--- src/hdl/acr_defines.vh ---
`ifndef ACR_DEFINES_VH
`define ACR_DEFINES_VH
// register word addresses (one register per bus word)
`define ACR_ADDR_CTRL0 4'h0
`define ACR_ADDR_CTRL1 4'h1
`define ACR_ADDR_TRIG 4'h2
`define ACR_ADDR_RESH 4'h3
`define ACR_ADDR_RESL 4'h4
`define ACR_ADDR_STAT 4'h5
// control 0 fields
`define ACR_C0_ON 0
`define ACR_C0_GO 1
`define ACR_C0_CHS_LSB 2
`define ACR_CHS_FVR2 6'h3F
// control 1 fields
`define ACR_C1_FMT 7
`define ACR_C1_CCS_LSB 4
`define ACR_C1_PREF_LSB 0
`define ACR_C1_MASK 8'hF3
`define ACR_PREF_VDD 2'h0
`define ACR_PREF_RSVD 2'h1
`define ACR_PREF_EXT 2'h2
`define ACR_PREF_FVR 2'h3
`define ACR_TRIG_MASK 8'h0F
// reset values
`define ACR_RST_CTRL0 8'h00
`define ACR_RST_CTRL1 8'h00
`define ACR_RST_TRIG 8'h00
// conversion clock codes
`define ACR_CCS_RC0 3'h3
`define ACR_CCS_RC1 3'h7
// conversion timing: bits per result
`define ACR_NBITS 4'hA
`endif

--- src/hdl/acr_sar.v ---
`timescale 1ns/1ps
`default_nettype none
`include "acr_defines.vh"
module acr_sar (
  // clock and reset
  input wire clk,
  input wire rst_b,
  // control
  input wire start,
  input wire abort,
  input wire [2:0] clk_sel,
  input wire rc_tick,
  // analog core comparator decision
  input wire cmp_in,
  // status
  output reg busy_r,
  output reg done_r,
  output reg [9:0] result_r
);
  reg [5:0] div_r;
  reg [3:0] bit_r;
  reg [9:0] sar_r;
  reg tick;
  reg [9:0] part;
  integer i;
  // ------------------------------
  // conversion clock selection
  // ------------------------------
  always @* begin
    tick = 1'b0;
    part = sar_r;
    if (clk_sel == `ACR_CCS_RC0 || clk_sel == `ACR_CCS_RC1) begin
      tick = rc_tick;
    end else begin
      case (clk_sel)
        3'h0: tick = (div_r[0] == 1'b1);
        3'h1: tick = (div_r[2:0] == 3'h7);
        3'h2: tick = (div_r[4:0] == 5'h1F);
        3'h4: tick = (div_r[1:0] == 2'h3);
        3'h5: tick = (div_r[3:0] == 4'hF);
        default: tick = (div_r == 6'h3F);
      endcase
    end
    // unconverted bits copy the last converted bit (one above bit_r)
    for (i = 0; i < 10; i = i + 1) begin
      if (bit_r < 4'h9 && i <= bit_r) begin
        part[i] = sar_r[bit_r + 4'h1];
      end
    end
  end
  // ------------------------------
  // successive approximation
  // ------------------------------
  always @(posedge clk or negedge rst_b) begin
    if (!rst_b) begin
      div_r <= 6'h00;
      bit_r <= 4'h0;
      sar_r <= 10'h000;
      busy_r <= 1'b0;
      done_r <= 1'b0;
      result_r <= 10'h000;
    end else begin
      div_r <= div_r + 6'h01;
      done_r <= 1'b0;
      if (start && !busy_r) begin
        busy_r <= 1'b1;
        bit_r <= `ACR_NBITS - 4'h1;
        sar_r <= 10'h000;
        div_r <= 6'h00;
      end else if (busy_r && abort) begin
        busy_r <= 1'b0;
        done_r <= 1'b1;
        result_r <= (bit_r == 4'h9) ? 10'h000 : part;
      end else if (busy_r && tick) begin
        sar_r[bit_r] <= cmp_in;
        if (bit_r == 4'h0) begin
          busy_r <= 1'b0;
          done_r <= 1'b1;
          result_r <= {sar_r[9:1], cmp_in};
        end else begin
          bit_r <= bit_r - 4'h1;
        end
      end
    end
  end
endmodule
`default_nettype wire

--- src/hdl/acr_top.v ---
// The implementer's own choices: the Avalon-MM register port and the address map.
`timescale 1ns/1ps
`default_nettype none
`include "acr_defines.vh"
//
// Contract
// - 6-bit channel select in control 0 bits 7:2; all ones picks fixed reference buffer 2.
// - positive reference code: 11 fixed ref, 10 external pin, 00 supply, 01 reserved.
// - left justified: result 9:2 fill the high result register.
// - left justified: result 1:0 in low register bits 7:6, rest zero.
// - right justified: result 9:8 in high register bits 1:0, upper six zero.
// - right justified: result 7:0 fill the low result register.
// - trigger sources act on rising edges only.
// - trigger register bits 7:4 read zero and hold no state.
// - converter stays off until enable bit set; writing go starts a conversion only if an earlier write set enable.
// - on completion clear go, set done flag, load result registers.
// - clearing go early stops conversion and loads partial result, bits copied.
// - selected trigger rising edge sets go in hardware.
module acr_top (
  // clock and reset
  input wire clk,
  input wire rst_b,
  // avalon-mm slave
  input wire [3:0] avs_address,
  input wire avs_read,
  input wire avs_write,
  input wire [31:0] avs_writedata,
  output reg [31:0] avs_readdata,
  output reg avs_waitrequest,
  // trigger sources, one per code 1 to 15; code 0 selects none
  input wire [15:0] trig_src,
  // analog core
  input wire cmp_in,
  input wire rc_tick,
  output reg core_on_r,
  output reg [5:0] channel_select_r,
  output reg [1:0] pos_ref_sel_r,
  output reg conv_busy_r,
  // done flag
  output reg conversion_done_flag_r
);
  reg [7:0] ctrl0_r;
  reg [7:0] ctrl1_r;
  reg [3:0] trig_sel_r;
  reg [7:0] res_hi_r;
  reg [7:0] res_lo_r;
  reg [15:0] trig_prev_r;
  reg ack_r;
  reg start;
  reg abort;
  reg trig_edge;
  reg [7:0] rd_byte;
  reg wr_go;
  wire busy;
  wire done;
  wire [9:0] result;
  wire access;
  wire commit;
  wire fmt_right;
  // ------------------------------
  // conversion engine
  // ------------------------------
  acr_sar u_sar (
    .clk(clk),
    .rst_b(rst_b),
    .start(start),
    .abort(abort),
    .clk_sel(ctrl1_r[`ACR_C1_CCS_LSB+2:`ACR_C1_CCS_LSB]),
    .rc_tick(rc_tick),
    .cmp_in(cmp_in),
    .busy_r(busy),
    .done_r(done),
    .result_r(result)
  );
  assign access = (avs_read || avs_write) && !ack_r;
  // a write lands only at the edge where waitrequest is seen low
  assign commit = avs_write && !avs_waitrequest;
  assign fmt_right = ctrl1_r[`ACR_C1_FMT];
  // ------------------------------
  // triggers and start control
  // ------------------------------
  always @* begin
    trig_edge = 1'b0;
    if (trig_sel_r != 4'h0) begin
      trig_edge = trig_src[trig_sel_r] && !trig_prev_r[trig_sel_r];
    end
    wr_go = commit && avs_address == `ACR_ADDR_CTRL0 &&
      avs_writedata[`ACR_C0_GO] && avs_writedata[`ACR_C0_ON] && ctrl0_r[`ACR_C0_ON];
    start = (wr_go || trig_edge) && ctrl0_r[`ACR_C0_ON] && !busy;
    abort = busy && (!ctrl0_r[`ACR_C0_GO] || !ctrl0_r[`ACR_C0_ON]);
  end
  // ------------------------------
  // read mux
  // ------------------------------
  always @* begin
    rd_byte = 8'h00;
    if (avs_address == `ACR_ADDR_CTRL0) begin
      rd_byte = ctrl0_r;
    end else if (avs_address == `ACR_ADDR_CTRL1) begin
      rd_byte = ctrl1_r;
    end else if (avs_address == `ACR_ADDR_TRIG) begin
      rd_byte = {4'h0, trig_sel_r};
    end else if (avs_address == `ACR_ADDR_RESH) begin
      rd_byte = res_hi_r;
    end else if (avs_address == `ACR_ADDR_RESL) begin
      rd_byte = res_lo_r;
    end else if (avs_address == `ACR_ADDR_STAT) begin
      rd_byte = {6'h00, busy, conversion_done_flag_r};
    end
  end
  // ------------------------------
  // registers and bus answer
  // ------------------------------
  always @(posedge clk or negedge rst_b) begin
    if (!rst_b) begin
      ctrl0_r <= `ACR_RST_CTRL0;
      ctrl1_r <= `ACR_RST_CTRL1;
      trig_sel_r <= 4'h0;
      res_hi_r <= 8'h00;
      res_lo_r <= 8'h00;
      trig_prev_r <= 16'h0000;
      ack_r <= 1'b0;
      avs_readdata <= 32'h0000_0000;
      avs_waitrequest <= 1'b1;
      core_on_r <= 1'b0;
      channel_select_r <= 6'h00;
      pos_ref_sel_r <= 2'h0;
      conv_busy_r <= 1'b0;
      conversion_done_flag_r <= 1'b0;
    end else begin
      trig_prev_r <= trig_src;
      ack_r <= access;
      avs_waitrequest <= !access;
      if (access && avs_read) begin
        avs_readdata <= {24'h000000, rd_byte};
      end
      if (commit) begin
        if (avs_address == `ACR_ADDR_CTRL0) begin
          ctrl0_r <= avs_writedata[7:0];
          if (!avs_writedata[`ACR_C0_ON] || !ctrl0_r[`ACR_C0_ON]) begin
            ctrl0_r[`ACR_C0_GO] <= 1'b0;
          end
        end else if (avs_address == `ACR_ADDR_CTRL1) begin
          ctrl1_r <= avs_writedata[7:0] & `ACR_C1_MASK;
        end else if (avs_address == `ACR_ADDR_TRIG) begin
          trig_sel_r <= avs_writedata[3:0];
        end else if (avs_address == `ACR_ADDR_RESH) begin
          res_hi_r <= avs_writedata[7:0];
        end else if (avs_address == `ACR_ADDR_RESL) begin
          res_lo_r <= avs_writedata[7:0];
        end else if (avs_address == `ACR_ADDR_STAT) begin
          if (avs_writedata[0]) begin
            conversion_done_flag_r <= 1'b0;
          end
        end
      end
      if (trig_edge && ctrl0_r[`ACR_C0_ON] && !busy) begin
        ctrl0_r[`ACR_C0_GO] <= 1'b1;
      end
      if (done) begin
        ctrl0_r[`ACR_C0_GO] <= 1'b0;
        conversion_done_flag_r <= 1'b1;
        if (fmt_right) begin
          res_hi_r <= {6'h00, result[9:8]};
          res_lo_r <= result[7:0];
        end else begin
          res_hi_r <= result[9:2];
          res_lo_r <= {result[1:0], 6'h00};
        end
      end
      core_on_r <= ctrl0_r[`ACR_C0_ON];
      channel_select_r <= ctrl0_r[7:`ACR_C0_CHS_LSB];
      pos_ref_sel_r <= ctrl1_r[`ACR_C1_PREF_LSB+1:`ACR_C1_PREF_LSB];
      conv_busy_r <= busy;
    end
  end
endmodule
`default_nettype wire

--- config.mk ---
export PLATFORM = sky130hd
export DESIGN_NAME = acr_top
export DESIGN_NICKNAME = d
export VERILOG_FILES = /design/src/hdl/acr_sar.v /design/src/hdl/acr_top.v
export VERILOG_INCLUDE_DIRS = /design/src /design/src/hdl
export SDC_FILE = /design/constraint.sdc
export NUM_CORES = 1
export LEC_CHECK = 0
export BUFFER_PORTS_ARGS = -buffer_cell sky130_fd_sc_hd__buf_2
export CORE_MARGIN = 2
export CORE_UTILIZATION = 52
export CTS_BUF_LIST = sky130_fd_sc_hd__clkbuf_4
export CTS_CLUSTER_SIZE = 30
export DETAILED_ROUTE_END_ITERATION = 16
export PLACE_DENSITY = 0.8
export RECOVER_POWER = 25
export SLEW_MARGIN = 20
export SYNTH_ARGS = -nofsm -noshare
export SYNTH_HDL_FRONTEND = slang
export SYNTH_SLANG_ARGS = --single-unit
--- constraint.sdc ---
create_clock -name clk -period 2.2 [get_ports clk]
set_input_delay 0.33 -clock clk [delete_from_list [all_inputs] [get_ports clk]]
set_output_delay 0.33 -clock clk [all_outputs]
set_load 0.01 [all_outputs]
==> flow_summary.toml <==
[timing]
hold_viol = 0
rsz0062_at_grt = "true"
tightest_slew_ps = 1110
hold_slack_ps = 122
relSlewSlack = 0.259
finClkSkew_ps = 14.7
finalCriticalPeriod_ps = 2280
fin_tns_setup_ps = -357
slew_viol_final = 0
setup_viol = 9
setup_slack_ps = -76.0
finalCritPeriodShare = 1.03
fmax_ghz = 0.439

[worst_hold_path]
min_path_cells = 2
holdPathEnd = "ctrl1_r[6]"
hp-start = "avs_writedata[6]"
hold_class = "input port to flop"

[pwr]
p_leak_nw = 2.81
irDropWorstVdd_mv = 0.663
cellPowerDensity_nw_per_um2 = 1070

[setup_path]
cp.arrival_ps = 2640
crit_family = "buffers and inverters"
path_buf_inv = 3
critPathKind = "input port to flop"
crit_path_top_delay_cell = "dlygate4sd3_1"
r2r-end = "u_sar.sar_r[5]"
r2r_cells = 8
worstSetupStartpointType = "input port"
path_cells = "dlygate4sd3_1, clkbuf_1, or4bb_1, a41oi_4, o41ai_4, a31oi_4, buf_8, nor2b_1, mux2_4"
cp-end-kind = "flop"
crit_fanout = 8
worstPathRequired_ps = 2570
r2r_start = "trig_sel_r[1]"
r2r_slack_ps = -30
max_stage_delay_ps = 550

[route]
drt_first_iter_violations = 279
wl_met2_um = 6450
wl_met3_um = 818
vias = 4391
firstDrtPassIters = 5
drtAntennaViolNets = 0
drt_wl_total_um = 13000
top_layer = "met4"
vias_per_cell = 5.76
wire_per_inst_um = 17.0
wl_met1_um = 5340
drcViolationCount = 0

[synthesis]
yosysWarnings = 0
ys_seq_area_frac = 0.492
yosysUniqueCellTypes = 63
syn-instance-count = 527
synth_area_per_cell_sq_um = 9.86
yosys.area_share.xor_xnor = 0.00337
synth_compound_area_frac = 0.167
synth_top_family_by_area = "simple AND/OR/NAND/NOR gates"
yosysTopAreaCellShare = 0.487
synth_ff_type = "dfrtp_1"
synthMuxAreaShare = 0.0742
ys_async_sr_fraction = 1.00
synth_top_cells_by_area = "dfrtp_1 49%, o21ai_0 4.9%, mux2_2 4.3%, nand2_1 4.0%, a21oi_1 4.0%"
ys_ff_latch = 102
synth_edf_count = 0
synthesis.area_sq_um = 5190
yosys.area_share.simple = 0.171
synth_fa_ha_area_frac = 0.0193
synth_top_area_cell = "dfrtp_1"

[grt]
grt_pass1_wl_um = 20800
grt-ovfl-total = 0
grt_pass1_vias = 4251
grtUsageTotal = 0.237
antenna_found_initial = 0
grt_max_degree = 45

[status]
violations = "negative setup slack"
status = "finished with violations"

[layout]
nFillCells = 783
area_growth_pct = 21.2
postLayoutCoreUtil = 0.647
layout.nets = 690
layout_commonest_cell = "dfrtp_1"
antenna_cells = 0
layout-drive-gt1-share = 0.256
final_cell_mix = "100 x dfrtp_1, 55 x nand2_1, 46 x o21ai_0"

[floorplan]
initial_core_util = 0.534
core-area_sq_um = 9730
placementRows = 36
die_w_um = 104
io_pins = 102
die_area_sq_um = 10800
die_height_um = 104

[place]
hpwl_um = 9060
port_buffers = 52
place_congestion = 0.954

[cts]
clk_pin_slew_ps = 160
clk-insertion-delay-late_ps = 460
cts.sinks = 102
cts_made_buffers = 9
htreeDepth = 3
clock_path_buffers = 2
cts_tree = "done"
root_buffer = "clkbuf_4"

[flow_run]
maxCapViolCount = 0
## stage by stage
| stage | total power [W] | worst slack, ps | cells | cell area [sq um] |
|---|---|---|---|---|
| 4_1_cts | 0.00644 | 0.757 | 753 | 6040 |
| 5_1_grt | 0.00721 | -127 | 762 | 6300 |
| 3_3_place_gp | 0.00532 | -72.4 | 717 | 5700 |
| 2_1_floorplan | 0.00455 | 9.78 | 550 | 5320 |
| 3_5_place_dp | 0.00545 | -125 | 717 | 5700 |
| 6_report | 0.00672 | -76.0 | 762 | 6300 |
## worst max path at each step
| stage | slack (ps) | endpoint | depth (start not counted) | from |
|---|---|---|---|---|
| 2_1_floorplan | 10 | u_sar.result_r[3] | 11 | u_sar.div_r[0] |
| 3_3_place_gp | -70 | u_sar.sar_r[3] | 9 | u_sar.div_r[1] |
| 3_5_place_dp | -120 | u_sar.sar_r[4] | 9 | u_sar.div_r[1] |
| 4_1_cts | 0.8 | u_sar.sar_r[3] | 10 | u_sar.div_r[1] |
| 5_1_grt | -130 | u_sar.bit_r[2] | 11 | u_sar.div_r[1] |
| 6_report | -80 | u_sar.sar_r[5] | 9 | trig_src[2] |
## synth_stat cells, types with 3 or more instances
| library cell | instances |
|---|---|
| ha_1 | 8 |
| buf_2 | 5 |
| a221oi_1 | 4 |
| o32ai_1 | 3 |
| nor4bb_1 | 3 |
| nand2b_1 | 5 |
| o21a_1 | 3 |
| a21oi_1 | 41 |
| nand4_1 | 9 |
| buf_4 | 26 |
| o22ai_1 | 6 |
| nor2_1 | 29 |
| nor3_1 | 14 |
| nor2b_1 | 16 |
| a22oi_1 | 7 |
| o31ai_1 | 5 |
| o211ai_1 | 5 |
| dfrtp_1 | 101 |
| nand3b_1 | 3 |
| inv_1 | 16 |
| nand2_1 | 55 |
| or3_1 | 4 |
| and3b_1 | 3 |
| mux2i_1 | 10 |
| and2_1 | 4 |
| nand3_1 | 6 |
| a21boi_0 | 3 |
| mux2_2 | 20 |
| o21ai_0 | 51 |
| clkbuf_1 | 17 |
## final cells by class
cell class	count	area, sq um	area share
repair buffers	114	832	0.132
repair inverters	1	5.00	0.000795
inverters	16	65.1	0.0103
clock buffers	9	67.6	0.0107
clock inverters	7	63.8	0.0101
multi-input cells	380	2540	0.404
flip-flops and latches	102	2550	0.406
well taps	133	166	0.0264
## kinds of logic after synthesis
family / after synthesis
adders and majority gates: 8
muxes: 33
and+or+nand+nor: 170
other: 1
AOI/OAI and AO/OA: 143
DFF: 102
buffers and inverters: 68
xor gates and xnor gates: 2
## layer usage
metal  vias up  GRT usage
met5         -          0
met1      2132      0.310
met4         0     0.0676
met2       185      0.399
met3        40     0.0476
li1       2034          -
## state kept, by name (all words and copies together), names as in the netlist, 8 cells and up
register / flops
u_sar.sar_r: 10
res_lo_r: 8
trig_prev_r: 15
ctrl0_r: 8
u_sar.result_r: 10
res_hi_r: 8
avs_readdata: 8
## what timing repair did
action                                  CTS  global route
hold endpoints to repair                 57             0
endpoints found under the setup margin   22            30
resized for setup                         7            42
hold buffers                             16             0
pin swaps                                 3            14
cloned                                    0             2
setup buffers                             4             7
## report_power, final
| group | internal [W] | switching (W) | total [W] | leakage (nW) |
|---|---|---|---|---|
| clock network | 0.000262 | 0.000678 | 0.000940 | 0.0739 |
| logic | 0.00131 | 0.00157 | 0.00287 | 1.46 |
| registers | 0.00240 | 0.000503 | 0.00291 | 1.29 |
| total | 0.00397 | 0.00275 | 0.00672 | 2.81 |
Note: power is estimated with default switching activity, not from simulation.
